File: src/shared/dpcs_pkg.sv
package dpcs_pkg;
  // Register byte offsets on the AXI4-Lite slave
  localparam logic [7:0] OFF_CORE_CTRL = 8'h00;
  localparam logic [7:0] OFF_CORE_STAT = 8'h04;
  localparam logic [7:0] OFF_PORT_MAP  = 8'h08;
  localparam logic [7:0] OFF_CTRL_ESC  = 8'h0c;
  localparam logic [7:0] OFF_PHY_ESC   = 8'h10;
  localparam logic [7:0] OFF_PLL_BASE  = 8'h20;
  localparam logic [7:0] PLL_STRIDE    = 8'h10;
  // Offsets inside one PLL group
  localparam logic [3:0] SUB_PWR_LOCK  = 4'h0;
  localparam logic [3:0] SUB_SPREAD    = 4'h4;
  localparam logic [3:0] SUB_DCO       = 4'h8;
  localparam logic [3:0] SUB_DIVIDER   = 4'hc;
  // pll_power_lock_control fields
  localparam int BIT_PLL_EN    = 31;
  localparam int BIT_PLL_LOCK  = 30;
  localparam int BIT_PWR_REQ   = 27;
  localparam int BIT_PWR_STATE = 26;
  // Reference frequency codes in core_clk_ctrl[10:9]
  localparam logic [1:0] REF_19P2 = 2'h0;
  localparam logic [1:0] REF_24   = 2'h1;
  localparam logic [1:0] REF_38P4 = 2'h2;
  // Port select codes and reset values
  localparam logic [1:0] SEL_PLL_ZERO = 2'h0;
  localparam logic [1:0] SEL_PLL_ONE  = 2'h1;
  localparam logic [1:0] SEL_PLL_FOUR = 2'h2;
  localparam logic [2:0] PORT_OFF_RST = 3'h7;
  localparam logic [8:0] ESC_DIV_RST  = 9'h000;
  // Fixed divisions of the 8X clock
  localparam logic [2:0] BYTE_DIV_LAST = 3'h7;
  // Timing
  localparam int CLK_MHZ      = 200;
  localparam int LOCK_TIME_NS = 50000;
  localparam int LOCK_MAX_CYC = LOCK_TIME_NS * CLK_MHZ / 1000;
  localparam logic [1:0] RESP_OKAY   = 2'h0;
  localparam logic [1:0] RESP_SLVERR = 2'h2;

  typedef enum logic [3:0] {
    PS_OFF     = 4'h1,
    PS_POWERED = 4'h2,
    PS_LOCKING = 4'h4,
    PS_LOCKED  = 4'h8
  } dpcs_pll_state_t;

  typedef struct packed {
    logic [7:0]  awaddr;
    logic        awvalid;
    logic [31:0] wdata;
    logic [3:0]  wstrb;
    logic        wvalid;
    logic        bready;
    logic [7:0]  araddr;
    logic        arvalid;
    logic        rready;
  } dpcs_axi_req_t;

  typedef struct packed {
    logic        awready;
    logic        wready;
    logic        bvalid;
    logic [1:0]  bresp;
    logic        arready;
    logic        rvalid;
    logic [31:0] rdata;
    logic [1:0]  rresp;
  } dpcs_axi_rsp_t;
endpackage

File: src/core/dpcs_top.sv
// The implementer's own choices: register access over AXI4-Lite and the register offsets.
`timescale 1ns/1ps
// Contract
// - Core display domain runs at half reference while its PLL is off.
// - Core PLL resets disabled; power transitions may force it off.
// - 19.2/38.4 MHz ratio and divider pairs map to listed core clocks.
// - 24 MHz ratio and divider pairs map to listed core clocks.
// - Escape timing divides byte clock by N equal to ceiling of M/8.
// - Low-power transmit signals registered on byte clock, change at escape rate.
// - Receive escape clock is XOR of received low-power lines, forwarded.
// - A FIFO absorbs phase between forwarded and direct byte clocks.
// - 4X and 1X clocks fixed divisions of 8X; escape variable division.
// - Power request first; power status reported at once; read flushes writes.
// - Lock reported within 50 us of enable; map ports only after lock.
// - Gate ports, clear enable; lock drops within 1 us.
// - After unlock remove power; power-off status reported at once.
// - 19.2/38.4 MHz link rates use the listed DCO integer/fraction pairs.
// - 24 MHz link rates use the listed DCO integer/fraction pairs.
// - P, K and Q fields decode to listed ratios; Q is 1 unless Q mode set.
// - Tunnel PLL and unavailable PLL are not used; two-port parts use two.
// - Select code 00 routes PLL zero to port A; off bit 0 ungates it.
module dpcs_top #(
  parameter int LOCK_CYCLES   = dpcs_pkg::LOCK_MAX_CYC, // Lock wait
  parameter bit TWO_PORT_PART = 1'b0,                   // Two combo ports
  parameter int FIFO_DEPTH    = 4                       // Phase FIFO depth
) (
  input  wire logic                    clk_in,            // 200 MHz clock
  input  wire logic                    rst_n_in,          // Sync reset
  input  wire dpcs_pkg::dpcs_axi_req_t axi_req_in,        // AXI4-Lite in
  output dpcs_pkg::dpcs_axi_rsp_t      axi_rsp_out,       // AXI4-Lite out
  input  wire logic                    pwr_transition_in, // Power state pin
  input  wire logic                    core_lock_in,      // Core PLL lock pin
  input  wire logic [1:0]              lp_tx_in,          // LP tx from ctrl
  input  wire logic [1:0]              lp_rx_in,          // LP rx line pins
  input  wire logic [7:0]              hs_byte_in,        // Forwarded byte
  input  wire logic                    hs_valid_in,       // Byte valid
  output logic                         core_pll_en_out,   // Core PLL enable
  output logic [6:0]                   core_ratio_out,    // Core PLL ratio
  output logic                         core_div2_out,     // Doubled clk /2
  output logic                         core_sel_pll_out,  // 1 PLL, 0 ref/2
  output logic [2:0]                   pll_pwr_out,       // Combo PLL power
  output logic [2:0]                   pll_en_out,        // Combo PLL enable
  output logic [2:0]                   pll_ssc_out,       // Spread enable
  output logic [5:0]                   port_sel_out,      // Port clock select
  output logic [2:0]                   port_clk_on_out,   // Port clock ungate
  output logic                         quad_tick_out,     // 4X strobe
  output logic                         byte_tick_out,     // 1X strobe
  output logic                         esc_tick_out,      // Escape strobe
  output logic [1:0]                   lp_tx_out,         // LP tx to phy
  output logic                         esc_rx_clk_out,    // Rx escape clock
  output logic [7:0]                   hs_byte_out,       // Byte to AFE
  output logic                         hs_valid_out       // Byte valid
);
  import dpcs_pkg::*;

  localparam int NP = 3;

  // Refuse settings the counters and FIFO pointers cannot hold
  if (LOCK_CYCLES < 1 || LOCK_CYCLES > 65535 || FIFO_DEPTH != 4) begin : g_chk
    $error("dpcs_top: unsupported parameter value");
  end

  // Core clock in 100 kHz units, zero when the pair is unsupported
  function automatic logic [15:0] core_freq(input logic [1:0] rf,
                                            input logic [6:0] ratio,
                                            input logic       div2);
    logic [7:0] r;
    r = (rf == REF_38P4) ? {ratio, 1'b0} : {1'b0, ratio};
    core_freq = 16'h0000;
    if (rf == REF_24) begin
      unique case ({r, div2})
        {8'd15, 1'b0}: core_freq = 16'd1800;
        {8'd16, 1'b0}: core_freq = 16'd1920;
        {8'd26, 1'b0}: core_freq = 16'd3120;
        {8'd54, 1'b1}: core_freq = 16'd3240;
        {8'd46, 1'b0}: core_freq = 16'd5520;
        {8'd54, 1'b0}: core_freq = 16'd6480;
        default:       core_freq = 16'h0000;
      endcase
    end else if (rf == REF_19P2 || rf == REF_38P4) begin
      // 38.4 ratios are half the 19.2 ones
      unique case ({r, div2})
        {8'd18, 1'b0}: core_freq = 16'd1728;
        {8'd20, 1'b0}: core_freq = 16'd1920;
        {8'd32, 1'b0}: core_freq = 16'd3072;
        {8'd68, 1'b1}: core_freq = 16'd3264;
        {8'd58, 1'b0}: core_freq = 16'd5568;
        {8'd68, 1'b0}: core_freq = 16'd6528;
        default:       core_freq = 16'h0000;
      endcase
    end
  endfunction

  // Known link-rate DCO settings for the reference in use
  function automatic logic dco_known(input logic [1:0]  rf,
                                     input logic [9:0]  dint,
                                     input logic [14:0] frac);
    if (rf == REF_24) begin
      dco_known = (dint == 10'h151 && frac == 15'h4000) ||
                  (dint == 10'h168 && frac == 15'h0000) ||
                  (dint == 10'h195 && frac == 15'h0000);
    end else begin
      // 19.2 and 38.4 MHz DCO pairs
      dco_known = (dint == 10'h1a5 && frac == 15'h7000) ||
                  (dint == 10'h1c2 && frac == 15'h0000) ||
                  (dint == 10'h1fa && frac == 15'h2000);
    end
  endfunction

  // Decoded P, K, Q and a valid flag, packed for the divider readback
  function automatic logic [15:0] div_decode(input logic [15:0] raw);
    logic [2:0] p;
    logic [1:0] k;
    logic [7:0] q;
    unique case (raw[3:0])
      4'h1:    p = 3'd2;
      4'h2:    p = 3'd3;
      4'h4:    p = 3'd5;
      default: p = 3'd0;
    endcase
    unique case (raw[6:4])
      3'h1:    k = 2'd1;
      3'h2:    k = 2'd2;
      default: k = 2'd0;
    endcase
    q = raw[7] ? raw[15:8] : 8'h01;
    div_decode = {(p != 3'd0 && k != 2'd0 && q != 8'h00), p, k, 2'b00, q};
  endfunction

  // N = ceiling(M/8) in six bits: one for M of zero, zero for M of 505 and up
  function automatic logic [5:0] esc_n(input logic [8:0] m);
    logic [9:0] s;
    s = {1'b0, m} + 10'd7;
    esc_n = (s[9:3] == 7'd0) ? 6'd1 : s[8:3];
  endfunction

  // Pin synchronisers, first stage read only by the second
  logic [3:0] sync1_ff;
  logic [3:0] sync2_ff;
  always_ff @(posedge clk_in) begin
    if (!rst_n_in) begin
      sync1_ff <= 4'h0;
      sync2_ff <= 4'h0;
    end else begin
      sync1_ff <= {lp_rx_in, core_lock_in, pwr_transition_in};
      sync2_ff <= sync1_ff;
    end
  end

  // Register state
  logic [31:0]     core_ctrl_ff;
  logic [5:0]      map_sel_ff;
  logic [2:0]      map_off_ff;
  logic [8:0]      ctrl_esc_ff;
  logic [8:0]      phy_esc_ff;
  logic [NP-1:0]   en_ff;
  logic [NP-1:0]   pwr_req_ff;
  logic [NP-1:0]   ssc_ff;
  logic [24:0]     dco_ff [NP];
  logic [15:0]     div_ff [NP];
  dpcs_pll_state_t st_ff [NP];
  dpcs_pll_state_t nxt_st [NP];
  logic [15:0]     cnt_ff [NP];

  // AXI write side: address and data may come in either order
  logic [7:0]  aw_addr_ff;
  logic        aw_have_ff;
  logic [31:0] w_data_ff;
  logic        w_have_ff;
  logic        wr_go;
  dpcs_axi_rsp_t wr_ff;
  dpcs_axi_rsp_t rd_ff;
  // Each half from its own process, so every field has one driver
  assign axi_rsp_out = '{wr_ff.awready, wr_ff.wready, wr_ff.bvalid,
                         wr_ff.bresp, rd_ff.arready, rd_ff.rvalid,
                         rd_ff.rdata, rd_ff.rresp};
  assign wr_go = aw_have_ff && w_have_ff && !wr_ff.bvalid;

  always_ff @(posedge clk_in) begin
    if (!rst_n_in) begin
      aw_have_ff <= 1'b0;
      w_have_ff  <= 1'b0;
      aw_addr_ff <= 8'h00;
      w_data_ff  <= 32'h0000_0000;
      wr_ff      <= '0;
    end else begin
      wr_ff.awready <= 1'b0;
      wr_ff.wready  <= 1'b0;
      if (axi_req_in.awvalid && !aw_have_ff && !wr_ff.awready) begin
        aw_have_ff    <= 1'b1;
        aw_addr_ff    <= axi_req_in.awaddr;
        wr_ff.awready <= 1'b1;
      end
      if (axi_req_in.wvalid && !w_have_ff && !wr_ff.wready) begin
        w_have_ff    <= 1'b1;
        w_data_ff    <= axi_req_in.wdata;
        wr_ff.wready <= 1'b1;
      end
      if (wr_go) begin
        aw_have_ff   <= 1'b0;
        w_have_ff    <= 1'b0;
        wr_ff.bvalid <= 1'b1;
        wr_ff.bresp  <= wr_hit(aw_addr_ff) ? RESP_OKAY : RESP_SLVERR;
      end else if (wr_ff.bvalid && axi_req_in.bready) begin
        wr_ff.bvalid <= 1'b0;
      end
    end
  end

  // Mapped write addresses
  function automatic logic wr_hit(input logic [7:0] a);
    wr_hit = (a == OFF_CORE_CTRL) || (a == OFF_PORT_MAP) ||
             (a == OFF_CTRL_ESC) || (a == OFF_PHY_ESC) ||
             (a >= OFF_PLL_BASE && a < OFF_PLL_BASE + 8'h30 &&
              a[1:0] == 2'b00);
  endfunction

  // Register writes; wstrb ignored since every field is one word
  always_ff @(posedge clk_in) begin
    if (!rst_n_in) begin
      // core PLL disabled out of reset
      core_ctrl_ff <= 32'h0000_0000;
      map_sel_ff   <= 6'h00;
      map_off_ff   <= PORT_OFF_RST;
      ctrl_esc_ff  <= ESC_DIV_RST;
      phy_esc_ff   <= ESC_DIV_RST;
      en_ff        <= '0;
      pwr_req_ff   <= '0;
      ssc_ff       <= '0;
      for (int i = 0; i < NP; i++) begin
        dco_ff[i] <= 25'h0000000;
        div_ff[i] <= 16'h0000;
      end
    end else if (wr_go) begin
      unique case (aw_addr_ff)
        OFF_CORE_CTRL: core_ctrl_ff <= {21'h000000, w_data_ff[10:0]};
        // select codes and active-high off bits
        OFF_PORT_MAP: begin
          map_sel_ff <= w_data_ff[5:0];
          map_off_ff <= w_data_ff[10:8];
        end
        OFF_CTRL_ESC: ctrl_esc_ff <= w_data_ff[8:0];
        OFF_PHY_ESC:  phy_esc_ff  <= w_data_ff[8:0];
        default: begin
          for (int i = 0; i < NP; i++) begin
            if (aw_addr_ff[7:4] == 4'(2 + i)) begin
              unique case (aw_addr_ff[3:0])
                SUB_PWR_LOCK: begin
                  en_ff[i]      <= w_data_ff[BIT_PLL_EN];
                  pwr_req_ff[i] <= w_data_ff[BIT_PWR_REQ];
                end
                SUB_SPREAD:  ssc_ff[i] <= w_data_ff[0];
                SUB_DCO:     dco_ff[i] <= w_data_ff[24:0];
                SUB_DIVIDER: div_ff[i] <= w_data_ff[15:0];
                default: ;
              endcase
            end
          end
        end
      endcase
    end
  end

  // PLL power and lock sequencing
  always_comb begin
    for (int i = 0; i < NP; i++) begin
      nxt_st[i] = st_ff[i];
      // index 2 is combo PLL four, absent on two-port parts
      if (!pwr_req_ff[i] || (TWO_PORT_PART && i == 2)) begin
        // power status follows the request at once
        nxt_st[i] = PS_OFF;
      end else begin
        unique case (st_ff[i])
          // power enabled status reported the next cycle
          PS_OFF:     nxt_st[i] = PS_POWERED;
          PS_POWERED: nxt_st[i] = en_ff[i] ? PS_LOCKING : PS_POWERED;
          // lock after LOCK_CYCLES, within 50 us
          PS_LOCKING: begin
            if (!en_ff[i]) begin
              nxt_st[i] = PS_POWERED;
            end else if (cnt_ff[i] == 16'(LOCK_CYCLES - 1)) begin
              nxt_st[i] = PS_LOCKED;
            end
          end
          // enable clear drops lock next cycle
          PS_LOCKED:  nxt_st[i] = en_ff[i] ? PS_LOCKED : PS_POWERED;
          default:    nxt_st[i] = PS_OFF;
        endcase
      end
    end
  end

  // State, lock counter and PLL control pins
  always_ff @(posedge clk_in) begin
    if (!rst_n_in) begin
      for (int i = 0; i < NP; i++) begin
        st_ff[i]  <= PS_OFF;
        cnt_ff[i] <= 16'h0000;
      end
      pll_pwr_out <= 3'h0;
      pll_en_out  <= 3'h0;
      pll_ssc_out <= 3'h0;
    end else begin
      for (int i = 0; i < NP; i++) begin
        st_ff[i]  <= nxt_st[i];
        cnt_ff[i] <= (st_ff[i] == PS_LOCKING) ? cnt_ff[i] + 16'h0001
                                              : 16'h0000;
        pll_pwr_out[i] <= (nxt_st[i] != PS_OFF);
        // no enable to an unpowered PLL
        pll_en_out[i]  <= (nxt_st[i] == PS_LOCKING) ||
                          (nxt_st[i] == PS_LOCKED);
        pll_ssc_out[i] <= ssc_ff[i];
      end
    end
  end

  // Core clock source; hardware may override during power transitions
  always_ff @(posedge clk_in) begin
    if (!rst_n_in) begin
      core_pll_en_out  <= 1'b0;
      core_ratio_out   <= 7'h00;
      core_div2_out    <= 1'b0;
      core_sel_pll_out <= 1'b0;
    end else begin
      // power transition forces the core PLL off
      core_pll_en_out  <= core_ctrl_ff[0] && !sync2_ff[0];
      core_ratio_out   <= core_ctrl_ff[7:1];
      core_div2_out    <= core_ctrl_ff[8];
      // half reference unless PLL enabled and locked
      core_sel_pll_out <= core_pll_en_out && sync2_ff[1];
    end
  end

  // Port clock mapping; gate stays shut unless the chosen PLL is locked
  always_ff @(posedge clk_in) begin
    if (!rst_n_in) begin
      port_sel_out    <= 6'h00;
      port_clk_on_out <= 3'h0;
    end else begin
      port_sel_out <= map_sel_ff;
      for (int p = 0; p < 3; p++) begin
        // off bit 0 ungates the selected PLL's clock
        port_clk_on_out[p] <= !map_off_ff[p] &&
                              map_sel_ff[2*p +: 2] != 2'h3 &&
                              st_ff[map_sel_ff[2*p +: 2]] == PS_LOCKED;
      end
    end
  end

  // 8X clock divisions and escape emulation
  logic [2:0] div8_ff;
  logic [5:0] esc_cnt_ff;
  always_ff @(posedge clk_in) begin
    if (!rst_n_in) begin
      div8_ff       <= 3'h0;
      esc_cnt_ff    <= 6'h00;
      quad_tick_out <= 1'b0;
      byte_tick_out <= 1'b0;
      esc_tick_out  <= 1'b0;
      lp_tx_out     <= 2'h0;
    end else begin
      // fixed /2 and /8, variable escape division
      div8_ff       <= div8_ff + 3'h1;
      quad_tick_out <= div8_ff[0];
      byte_tick_out <= (div8_ff == BYTE_DIV_LAST);
      esc_tick_out  <= 1'b0;
      if (div8_ff == BYTE_DIV_LAST) begin
        // count N byte periods per escape period
        if (esc_cnt_ff >= esc_n(ctrl_esc_ff) - 6'h01) begin
          esc_cnt_ff   <= 6'h00;
          esc_tick_out <= 1'b1;
          // LP tx moves only on escape boundaries
          lp_tx_out    <= lp_tx_in;
        end else begin
          esc_cnt_ff <= esc_cnt_ff + 6'h01;
        end
      end
    end
  end

  // Receive escape clock from the synchronised line pair
  always_ff @(posedge clk_in) begin
    if (!rst_n_in) begin
      esc_rx_clk_out <= 1'b0;
    end else begin
      esc_rx_clk_out <= sync2_ff[3] ^ sync2_ff[2];
    end
  end

  // Phase FIFO: reads start once half full so jitter either way is absorbed
  logic [7:0] fifo_mem [FIFO_DEPTH];
  logic [2:0] wp_ff;
  logic [2:0] rp_ff;
  logic       primed_ff;
  logic [2:0] fill;
  assign fill = wp_ff - rp_ff;
  always_ff @(posedge clk_in) begin
    if (!rst_n_in) begin
      wp_ff        <= 3'h0;
      rp_ff        <= 3'h0;
      primed_ff    <= 1'b0;
      hs_byte_out  <= 8'h00;
      hs_valid_out <= 1'b0;
    end else begin
      // elastic store between byte clock phases
      if (hs_valid_in && fill != 3'h4) begin
        fifo_mem[wp_ff[1:0]] <= hs_byte_in;
        wp_ff <= wp_ff + 3'h1;
      end
      if (fill >= 3'h2) begin
        primed_ff <= 1'b1;
      end else if (fill == 3'h0) begin
        primed_ff <= 1'b0;
      end
      hs_valid_out <= 1'b0;
      if (primed_ff && fill != 3'h0) begin
        hs_byte_out  <= fifo_mem[rp_ff[1:0]];
        hs_valid_out <= 1'b1;
        rp_ff        <= rp_ff + 3'h1;
      end
    end
  end

  // AXI read; held off while any write is half or fully taken
  always_ff @(posedge clk_in) begin
    if (!rst_n_in) begin
      rd_ff <= '0;
    end else begin
      rd_ff.arready <= 1'b0;
      if (rd_ff.rvalid) begin
        if (axi_req_in.rready) begin
          rd_ff.rvalid <= 1'b0;
        end
      // reads wait until pending writes have landed
      end else if (axi_req_in.arvalid && !rd_ff.arready &&
                   !aw_have_ff && !w_have_ff && !axi_req_in.awvalid &&
                   !axi_req_in.wvalid) begin
        rd_ff.arready <= 1'b1;
        rd_ff.rvalid  <= 1'b1;
        rd_ff.rresp   <= wr_hit(axi_req_in.araddr) ||
                         axi_req_in.araddr == OFF_CORE_STAT ?
                         RESP_OKAY : RESP_SLVERR;
        rd_ff.rdata   <= rd_mux(axi_req_in.araddr);
      end
    end
  end

  // Read data selection
  function automatic logic [31:0] rd_mux(input logic [7:0] a);
    logic [15:0] f;
    logic [1:0]  rf;
    logic [1:0]  i;
    f  = core_freq(core_ctrl_ff[10:9], core_ctrl_ff[7:1], core_ctrl_ff[8]);
    rf = core_ctrl_ff[10:9];
    i  = 2'(a[7:4] - 4'h2);
    rd_mux = 32'h0000_0000;
    if (a == OFF_CORE_CTRL) begin
      rd_mux = core_ctrl_ff;
    end else if (a == OFF_CORE_STAT) begin
      rd_mux = {f, 13'h0000, (f != 16'h0000), sync2_ff[0],
                core_sel_pll_out};
    end else if (a == OFF_PORT_MAP) begin
      rd_mux = {21'h000000, map_off_ff, 2'h0, map_sel_ff};
    end else if (a == OFF_CTRL_ESC) begin
      rd_mux = {10'h000, esc_n(ctrl_esc_ff), 7'h00, ctrl_esc_ff};
    end else if (a == OFF_PHY_ESC) begin
      rd_mux = {23'h000000, phy_esc_ff};
    end else if (wr_hit(a) && i < 2'(NP)) begin
      unique case (a[3:0])
        SUB_PWR_LOCK: rd_mux = {en_ff[i], st_ff[i] == PS_LOCKED, 2'h0,
                                pwr_req_ff[i], st_ff[i] != PS_OFF, 26'h0};
        SUB_SPREAD:   rd_mux = {31'h00000000, ssc_ff[i]};
        SUB_DCO:      rd_mux = {dco_known(rf, dco_ff[i][9:0],
                                  dco_ff[i][24:10]), 6'h00, dco_ff[i]};
        SUB_DIVIDER:  rd_mux = {div_decode(div_ff[i]), div_ff[i]};
        default:      rd_mux = 32'h0000_0000;
      endcase
    end
  endfunction
endmodule

File: config.mk
export PLATFORM = sky130hd
export DESIGN_NAME = dpcs_top
export DESIGN_NICKNAME = d
export VERILOG_FILES = /design/src/shared/dpcs_pkg.sv /design/src/core/dpcs_top.sv
export SDC_FILE = /design/constraint.sdc
export NUM_CORES = 1
export LEC_CHECK = 0
export CAP_MARGIN = 0
export CELL_PAD_IN_SITES_DETAIL_PLACEMENT = 1
export CELL_PAD_IN_SITES_GLOBAL_PLACEMENT = 2
export CORE_MARGIN = 4
export CORE_UTILIZATION = 25
export CTS_CLUSTER_SIZE = 10
export DETAILED_ROUTE_END_ITERATION = 6
export DONT_BUFFER_PORTS = 1
export PLACE_DENSITY_LB_ADDON = 0.1
export SYNTH_ARGS = -nofsm -noshare
export SYNTH_HDL_FRONTEND = slang
export SYNTH_SLANG_ARGS = --single-unit
File: constraint.sdc
create_clock -name clk_in -period 5.4 [get_ports clk_in]
set_input_delay 1.08 -clock clk_in [delete_from_list [all_inputs] [get_ports clk_in]]
set_output_delay 1.08 -clock clk_in [all_outputs]
set_load 0.02 [all_outputs]
* After elaboration in Yosys (flattened, before gate mapping)
Memory sizes are Yosys's and may differ from the RTL's. A register that Yosys moved wholly into a read port is not among the register bits.
Cells that the tools add are included.
** Operators by class
- Multiplexer cells :: 136
- Bitwise operators :: 16
- Add/subtract/negate cells :: 11
- Reductions and logical operators :: 98
- Eq/ne operators :: 78
- Magnitude comparators :: 8
** Operator list (number)
- two-way mux 16 bit :: 13
- two-way mux 32 bit :: 6
- case mux 13 bit (6 select lines) :: 2
- case mux 32 bit (4 select lines) :: 1
- two-way mux 25 bit :: 3
- equality test 10 x 9 -> 1 bit, second input constant :: 6
- two-way mux 4 bit :: 15
- equality test 4 bit, second input constant :: 14
- two-way mux 1 bit :: 51
- adder 16 x 1 -> 16 bit, second input constant :: 3
- equality test 16 x 14 -> 1 bit, second input constant :: 3
- case mux 4 bit (4 select lines) :: 3
- equality test 9 x 7 -> 1 bit, second input constant :: 5
- equality test 4 x 3 -> 1 bit, second input constant :: 10
- two-way mux 3 bit :: 13
- equality test 9 x 6 -> 1 bit, second input constant :: 4
- two-way mux 2 bit :: 18
- two-way mux 36 bit :: 1
- logical AND 1 bit :: 35
- equality test 8 x 4 -> 1 bit, second input constant :: 4
- equality test 15 bit, second input constant :: 2
- equality test 4 x 2 -> 1 bit, second input constant :: 6
- AND reduction 4 bit :: 6
- equality test 9 x 8 -> 1 bit, second input constant :: 2
- other kinds (49) :: 121
** Storage, ports and cells
- RAM bits :: 215
- Memories :: 5
- Word-level logic and storage cells :: 400
- Output and inout port bits :: 84
- Bits of input ports :: 74
- Register bits after elaboration :: 189
** Memories
- dco_ff :: depth 3, bits a word 25, read ports 1, clocked after memory_dff 0, write ports 3, RTL line dpcs_top.sv:159 : logic [24:0] dco_ff [NP];
- cnt_ff :: depth 3, bits a word 16, read ports 3, clocked after memory_dff 0, write ports 3, RTL line dpcs_top.sv:163 : logic [15:0] cnt_ff [NP];
- div_ff :: depth 3, bits a word 16, read ports 1, clocked after memory_dff 0, write ports 3, RTL line dpcs_top.sv:160 : logic [15:0] div_ff [NP];
- fifo_mem :: depth 4, bits a word 8, read ports 1, clocked after memory_dff 1, write ports 1, RTL line dpcs_top.sv:391 : logic [7:0] fifo_mem [FIFO_DEPTH];
- st_ff :: depth 3, bits a word 4, read ports 7, clocked after memory_dff 3, write ports 3, RTL line dpcs_top.sv:161 : dpcs_pll_state_t st_ff [NP];

* Depth between registers and ports, before layout
- Word-level depth :: 27
- Gate-level depth with buffers :: 15
- Mapped depth without buffers :: 15

* Least setup slack after synthesis
OpenSTA, ideal clock, no wires.
- Kind :: register -> register
- From :: reg wr_ff (netlist bit axi_rsp_out[38])
- To :: mem dco_ff[0][0], enable pin
- Library setup time :: 0.442 ns
- Period minus slack after synthesis :: 3.677 ns
- Required time :: 4.958 ns
- Slack :: 1.723 ns
- Arrival time :: 3.235 ns
- Cell stages (with the launch flop) :: 7
- Cell sequence :: dfxtp_1 > nand3b_1 > nor3_1 > nand2_1 > or2_2 > clkbuf_1 > o21ai_0
** RTL lines
- start, declared :: RTL line dpcs_top.sv:171 : dpcs_axi_rsp_t wr_ff;
- end, declared :: RTL line dpcs_top.sv:159

* Final worst setup path
- From :: reg rp_ff[0]
- To :: mem fifo_mem[2][3], enable pin
** Between the ends
- Longest elaborated chain between the ends :: 6
** RTL lines
- start, declared :: RTL line dpcs_top.sv:393 : logic [2:0] rp_ff;
- start signal, assigned :: RTL line dpcs_top.sv:419 : rp_ff <= rp_ff + 3'h1;
- subtractor 3 bit :: RTL line dpcs_top.sv:396 : assign fill = wp_ff - rp_ff;
- != test 3 bit :: RTL line dpcs_top.sv:406 : if (hs_valid_in && fill != 3'h4) begin
- logical AND 1 bit :: RTL line dpcs_top.sv:406
- two-way mux 1 bit :: RTL line dpcs_top.sv:406
- two-way mux 1 bit :: RTL line dpcs_top.sv:398 : if (!rst_n_in) begin
- two-way mux 1 bit (implied by the code) :: RTL line dpcs_top.sv:407 : fifo_mem[wp_ff[1:0]] <= hs_byte_in;
- end, declared :: RTL line dpcs_top.sv:391
No other way between the ends.

==> results by group <==
Yosys
  – Post-synth top area cell: dfxtp_1
  – Mapped Area: roughly 18,000 um^2
  – Synth area leaders: dfxtp_1, edfxtp_1, mux2i_1
  – Average size of a mapped cell: 10.28 um^2
  – Async SR Flop Fraction: 0
  – Synth warn: 0
  – Share of Yosys cell area claimed by the top area cell type: 0.2869
  – Sequential area share after synthesis: 0.5475
  – Post-synth EDFFs: roughly 160
  – Main synth FF type: dfxtp_1
  – Top post-synthesis cells by count: dfxtp_1, nand2_1, nor2_1
  – Flop and latch count out of synthesis: about 410
  – Gate Count Post-Synth: 1,738
  – Count leader, synth: dfxtp_1
  – Yosys cell types: roughly 90

STA
  – WHS: approximately 440 ps
  – Rel. slew slack: 0.2992
  – Final Hold Fails: 0
  – Fmax: 301.2 MHz
  – Final worst slack: ~2100 ps
  – Least-Margin Pin Slew: 1049 ps
  – Period Utilization, post-route: 0.6149
  – Final setup viols: 0
  – Minimum clock period: 3320 ps
  – Setup TNS: 0 ps
  – RSZ-0062 raised after global routing: false
  – Clock skew: ~23 ps
  – Fin. max-slew vios: 0

Floorplan
  – Initial Util: 0.2538
  – DIE AREA: about 76,000 um^2
  – DIE HEIGHT: around 280 um
  – CORE AREA: 70,390 um^2
  – Die width: between 200 and 300 um
  – Rows: 97
  – # IOs: between 150 and 200

Route
  – Via density: 4.730
  – Final wirelength: 60,740 um
  – DRC errors left: 0
  – Vias: 12,740
  – Routed len/inst: 22.56 um
  – Post-DRT Antenna Nets: 0
  – Number of DRC markers in iteration 0: around 600
  – Drt pass-1 iters: 6

Critical path
  – Setup crit start kind: flop
  – Cells along the critical path: ha_1 > inv_1 > fa_1 > xor2_1 > xnor2_1 > a31oi_1 > and3_1
  – Crit Path Class: flop to flop
  – Crit Reg-Reg Endpoint: fifo_mem[2][3]
  – Worst path max stage delay: approximately 800 ps
  – Crit path max fanout: 11
  – Critical path's slowest cell: dfxtp_1
  – Crit. End Element: flop
  – Logic depth of the worst path, buffers included: 7
  – Req. time, crit path: around 5600 ps
  – Crit path max-delay family: flip-flops
  – Worst reg-to-reg setup slack: between 2000 and 2500 ps
  – WP data arrival: approximately 3600 ps
  – Reg2reg path depth: 7
  – WP buf/inv: 1
  – RR Startpoint: rp_ff[0]

Place
  – Place WS: 1790 ps
  – Post-Place Cells: 2,602
  – HPWL Detailed: 43,110 um
  – Port Buffers: 0
  – Gp weighted congestion: 0.7949

GRT
  – GRT met1 Usage: 0.2097
  – Met2 Use GR: 0.2556
  – First-pass GRT wire length: approximately 90,000 um
  – Global Route met3 Usage: 0.04372
  – Remaining Overflow, GRT: 0
  – Largest net degree at the start of global routing: 87
  – Aggregate global-route resource usage: 0.1586
  – Initial antenna violation count: 4
  – Busiest grt layer: met2
  – Number of global-route vias before repair: 13,410

CTS
  – Resize count post-CTS: 0
  – Cts bufs inserted: 51
  – Clock-pin slew on the worst setup and hold paths: roughly 60 ps
  – CTS Hold Bufs: 0
  – Post-CTS setup buffers: 0
  – Clock buffer depth: 3
  – CTS tree: done
  – CTS sink cnt: a little over 400
  – Clock root cell: clkbuf_16
  – Clock latency on the worst-skew pair: ~600 ps
  – CTS H-tree lvls: 2

Layout
  – Final nets: 1,809
  – Layout cells sized above 1: 0.08676
  – Post-Layout Cell Count: around 2,700
  – Synth-to-Final Area Change: 14.03%
  – # fillers: 7,874
  – Layout Utilization: 0.2894

Power
  – Seq pwr share: 0.483
  – Pwr Density: around 340 nW/um^2
  – P_sw: 1.643 mW
  – Pleak: around 7.3 nW
  – Peak supply drop: approximately 0.21 mV
  – Clock power share: 0.468
  – Switch share: 0.2346
  – Internal Power: ~5.4 mW
  – Gate power share: 0.048

Outcome
  – Outcome: complete, no violations

Hold path
  – HP Start: sync1_ff[1]
  – Hold Crit Depth: 1
  – End of the worst hold path: sync2_ff[1]
  – Hold crit path type: flop to flop

Job
  – Max cap viols: 0
-- flip-flops by register name, indices dropped and copies added (netlist names), 4 cells and up, named ones only --
signal          cells
axi_rsp_out        39
sync1_ff            4
cnt_ff             48
core_ratio_out      7
hs_byte_out         8
map_sel_ff          6
core_ctrl_ff       11
sync2_ff            4
w_data_ff          27
ctrl_esc_ff         9
st_ff              12
div_ff             48
esc_cnt_ff          6
fifo_mem           32
port_sel_out        6
dco_ff             75
aw_addr_ff          8
phy_esc_ff          9
-- worst max path at each step --
stage | start | endpoint | slack, ps
CTS | rp_ff[0] | fifo_mem[0][2] | 1930
detailed placement | axi_req_in[48] | axi_rsp_out[33] | 1790
floorplan | axi_rsp_out[38] | dco_ff[0][0] | 1720
finish | rp_ff[0] | fifo_mem[2][3] | 2080
global route | rp_ff[0] | fifo_mem[0][2] | 1790
global placement | axi_req_in[48] | axi_rsp_out[33] | 1820
-- metal layers --
layer / routed length, um / part of all wire
met1: 27520 / 0.45
met2: 27790 / 0.46
met3: 3922 / 0.065
met4: 1501 / 0.025
met5: 13 / 0.00021
-- cell usage in the layout (no fill, tap or decap), types with 26 or more instances in the layout --
| cell type | instances |
|---|---|
| dfxtp_1 | 256 |
| nand2_1 | 194 |
| nor2_1 | 190 |
| edfxtp_1 | 155 |
| a21oi_1 | 126 |
| mux2i_1 | 90 |
| and2_1 | 78 |
| o21ai_0 | 60 |
| clkbuf_16 | 53 |
| nand3_1 | 42 |
| xor2_1 | 32 |
| inv_1 | 29 |
| nor3_1 | 27 |
| xnor2_1 | 26 |
-- layout make-up --
type,instances,area (um^2),share of cell area
Antenna cell,1,2.502,0.0001229
Clock buffer,83,1549,0.07605
Clock inverter,7,48.80,0.002396
Inverter,30,115.1,0.005651
Multi-Input combinational cell,1207,7592,0.3727
Sequential cell,411,9779,0.4801
Tap cell,940,1176,0.05774
Timing Repair Buffer,14,105.1,0.005160
-- power by group through the flow --
| stage | registers, mW | clock network [mW] | logic, mW |
|---|---|---|---|
| 2_1_floorplan | 3.41 | 0 | 0.273 |
| 6_report | 3.39 | 3.28 | 0.338 |
| 3_5_place_dp | 3.45 | 0 | 0.347 |
| 5_1_grt | 3.40 | 3.55 | 0.379 |
| 4_1_cts | 3.39 | 3.42 | 0.349 |
| 3_3_place_gp | 3.45 | 0 | 0.344 |
-- cell families after synthesis --
kind of cell | share of synthesized area
buffers and inverters | 0.02998
adders and majority gates | 0.01443
xor gates and xnor gates | 0.02844
muxes | 0.07803
DFF | 0.5475
AOI/OAI and AO/OA | 0.1081
and+or+nand+nor | 0.1933
other | 0.0002099
-- through the flow --
| stage | area (um^2) | power, mW |
|---|---|---|
| after detailed placement | 18770 | 3.802 |
| after global routing | 20370 | 7.329 |
| final | 20370 | 7.003 |
| after CTS | 20370 | 7.155 |
| after floorplan | 17870 | 3.679 |
| after global placement | 18770 | 3.796 |
(Power assumes the default switching activity.)
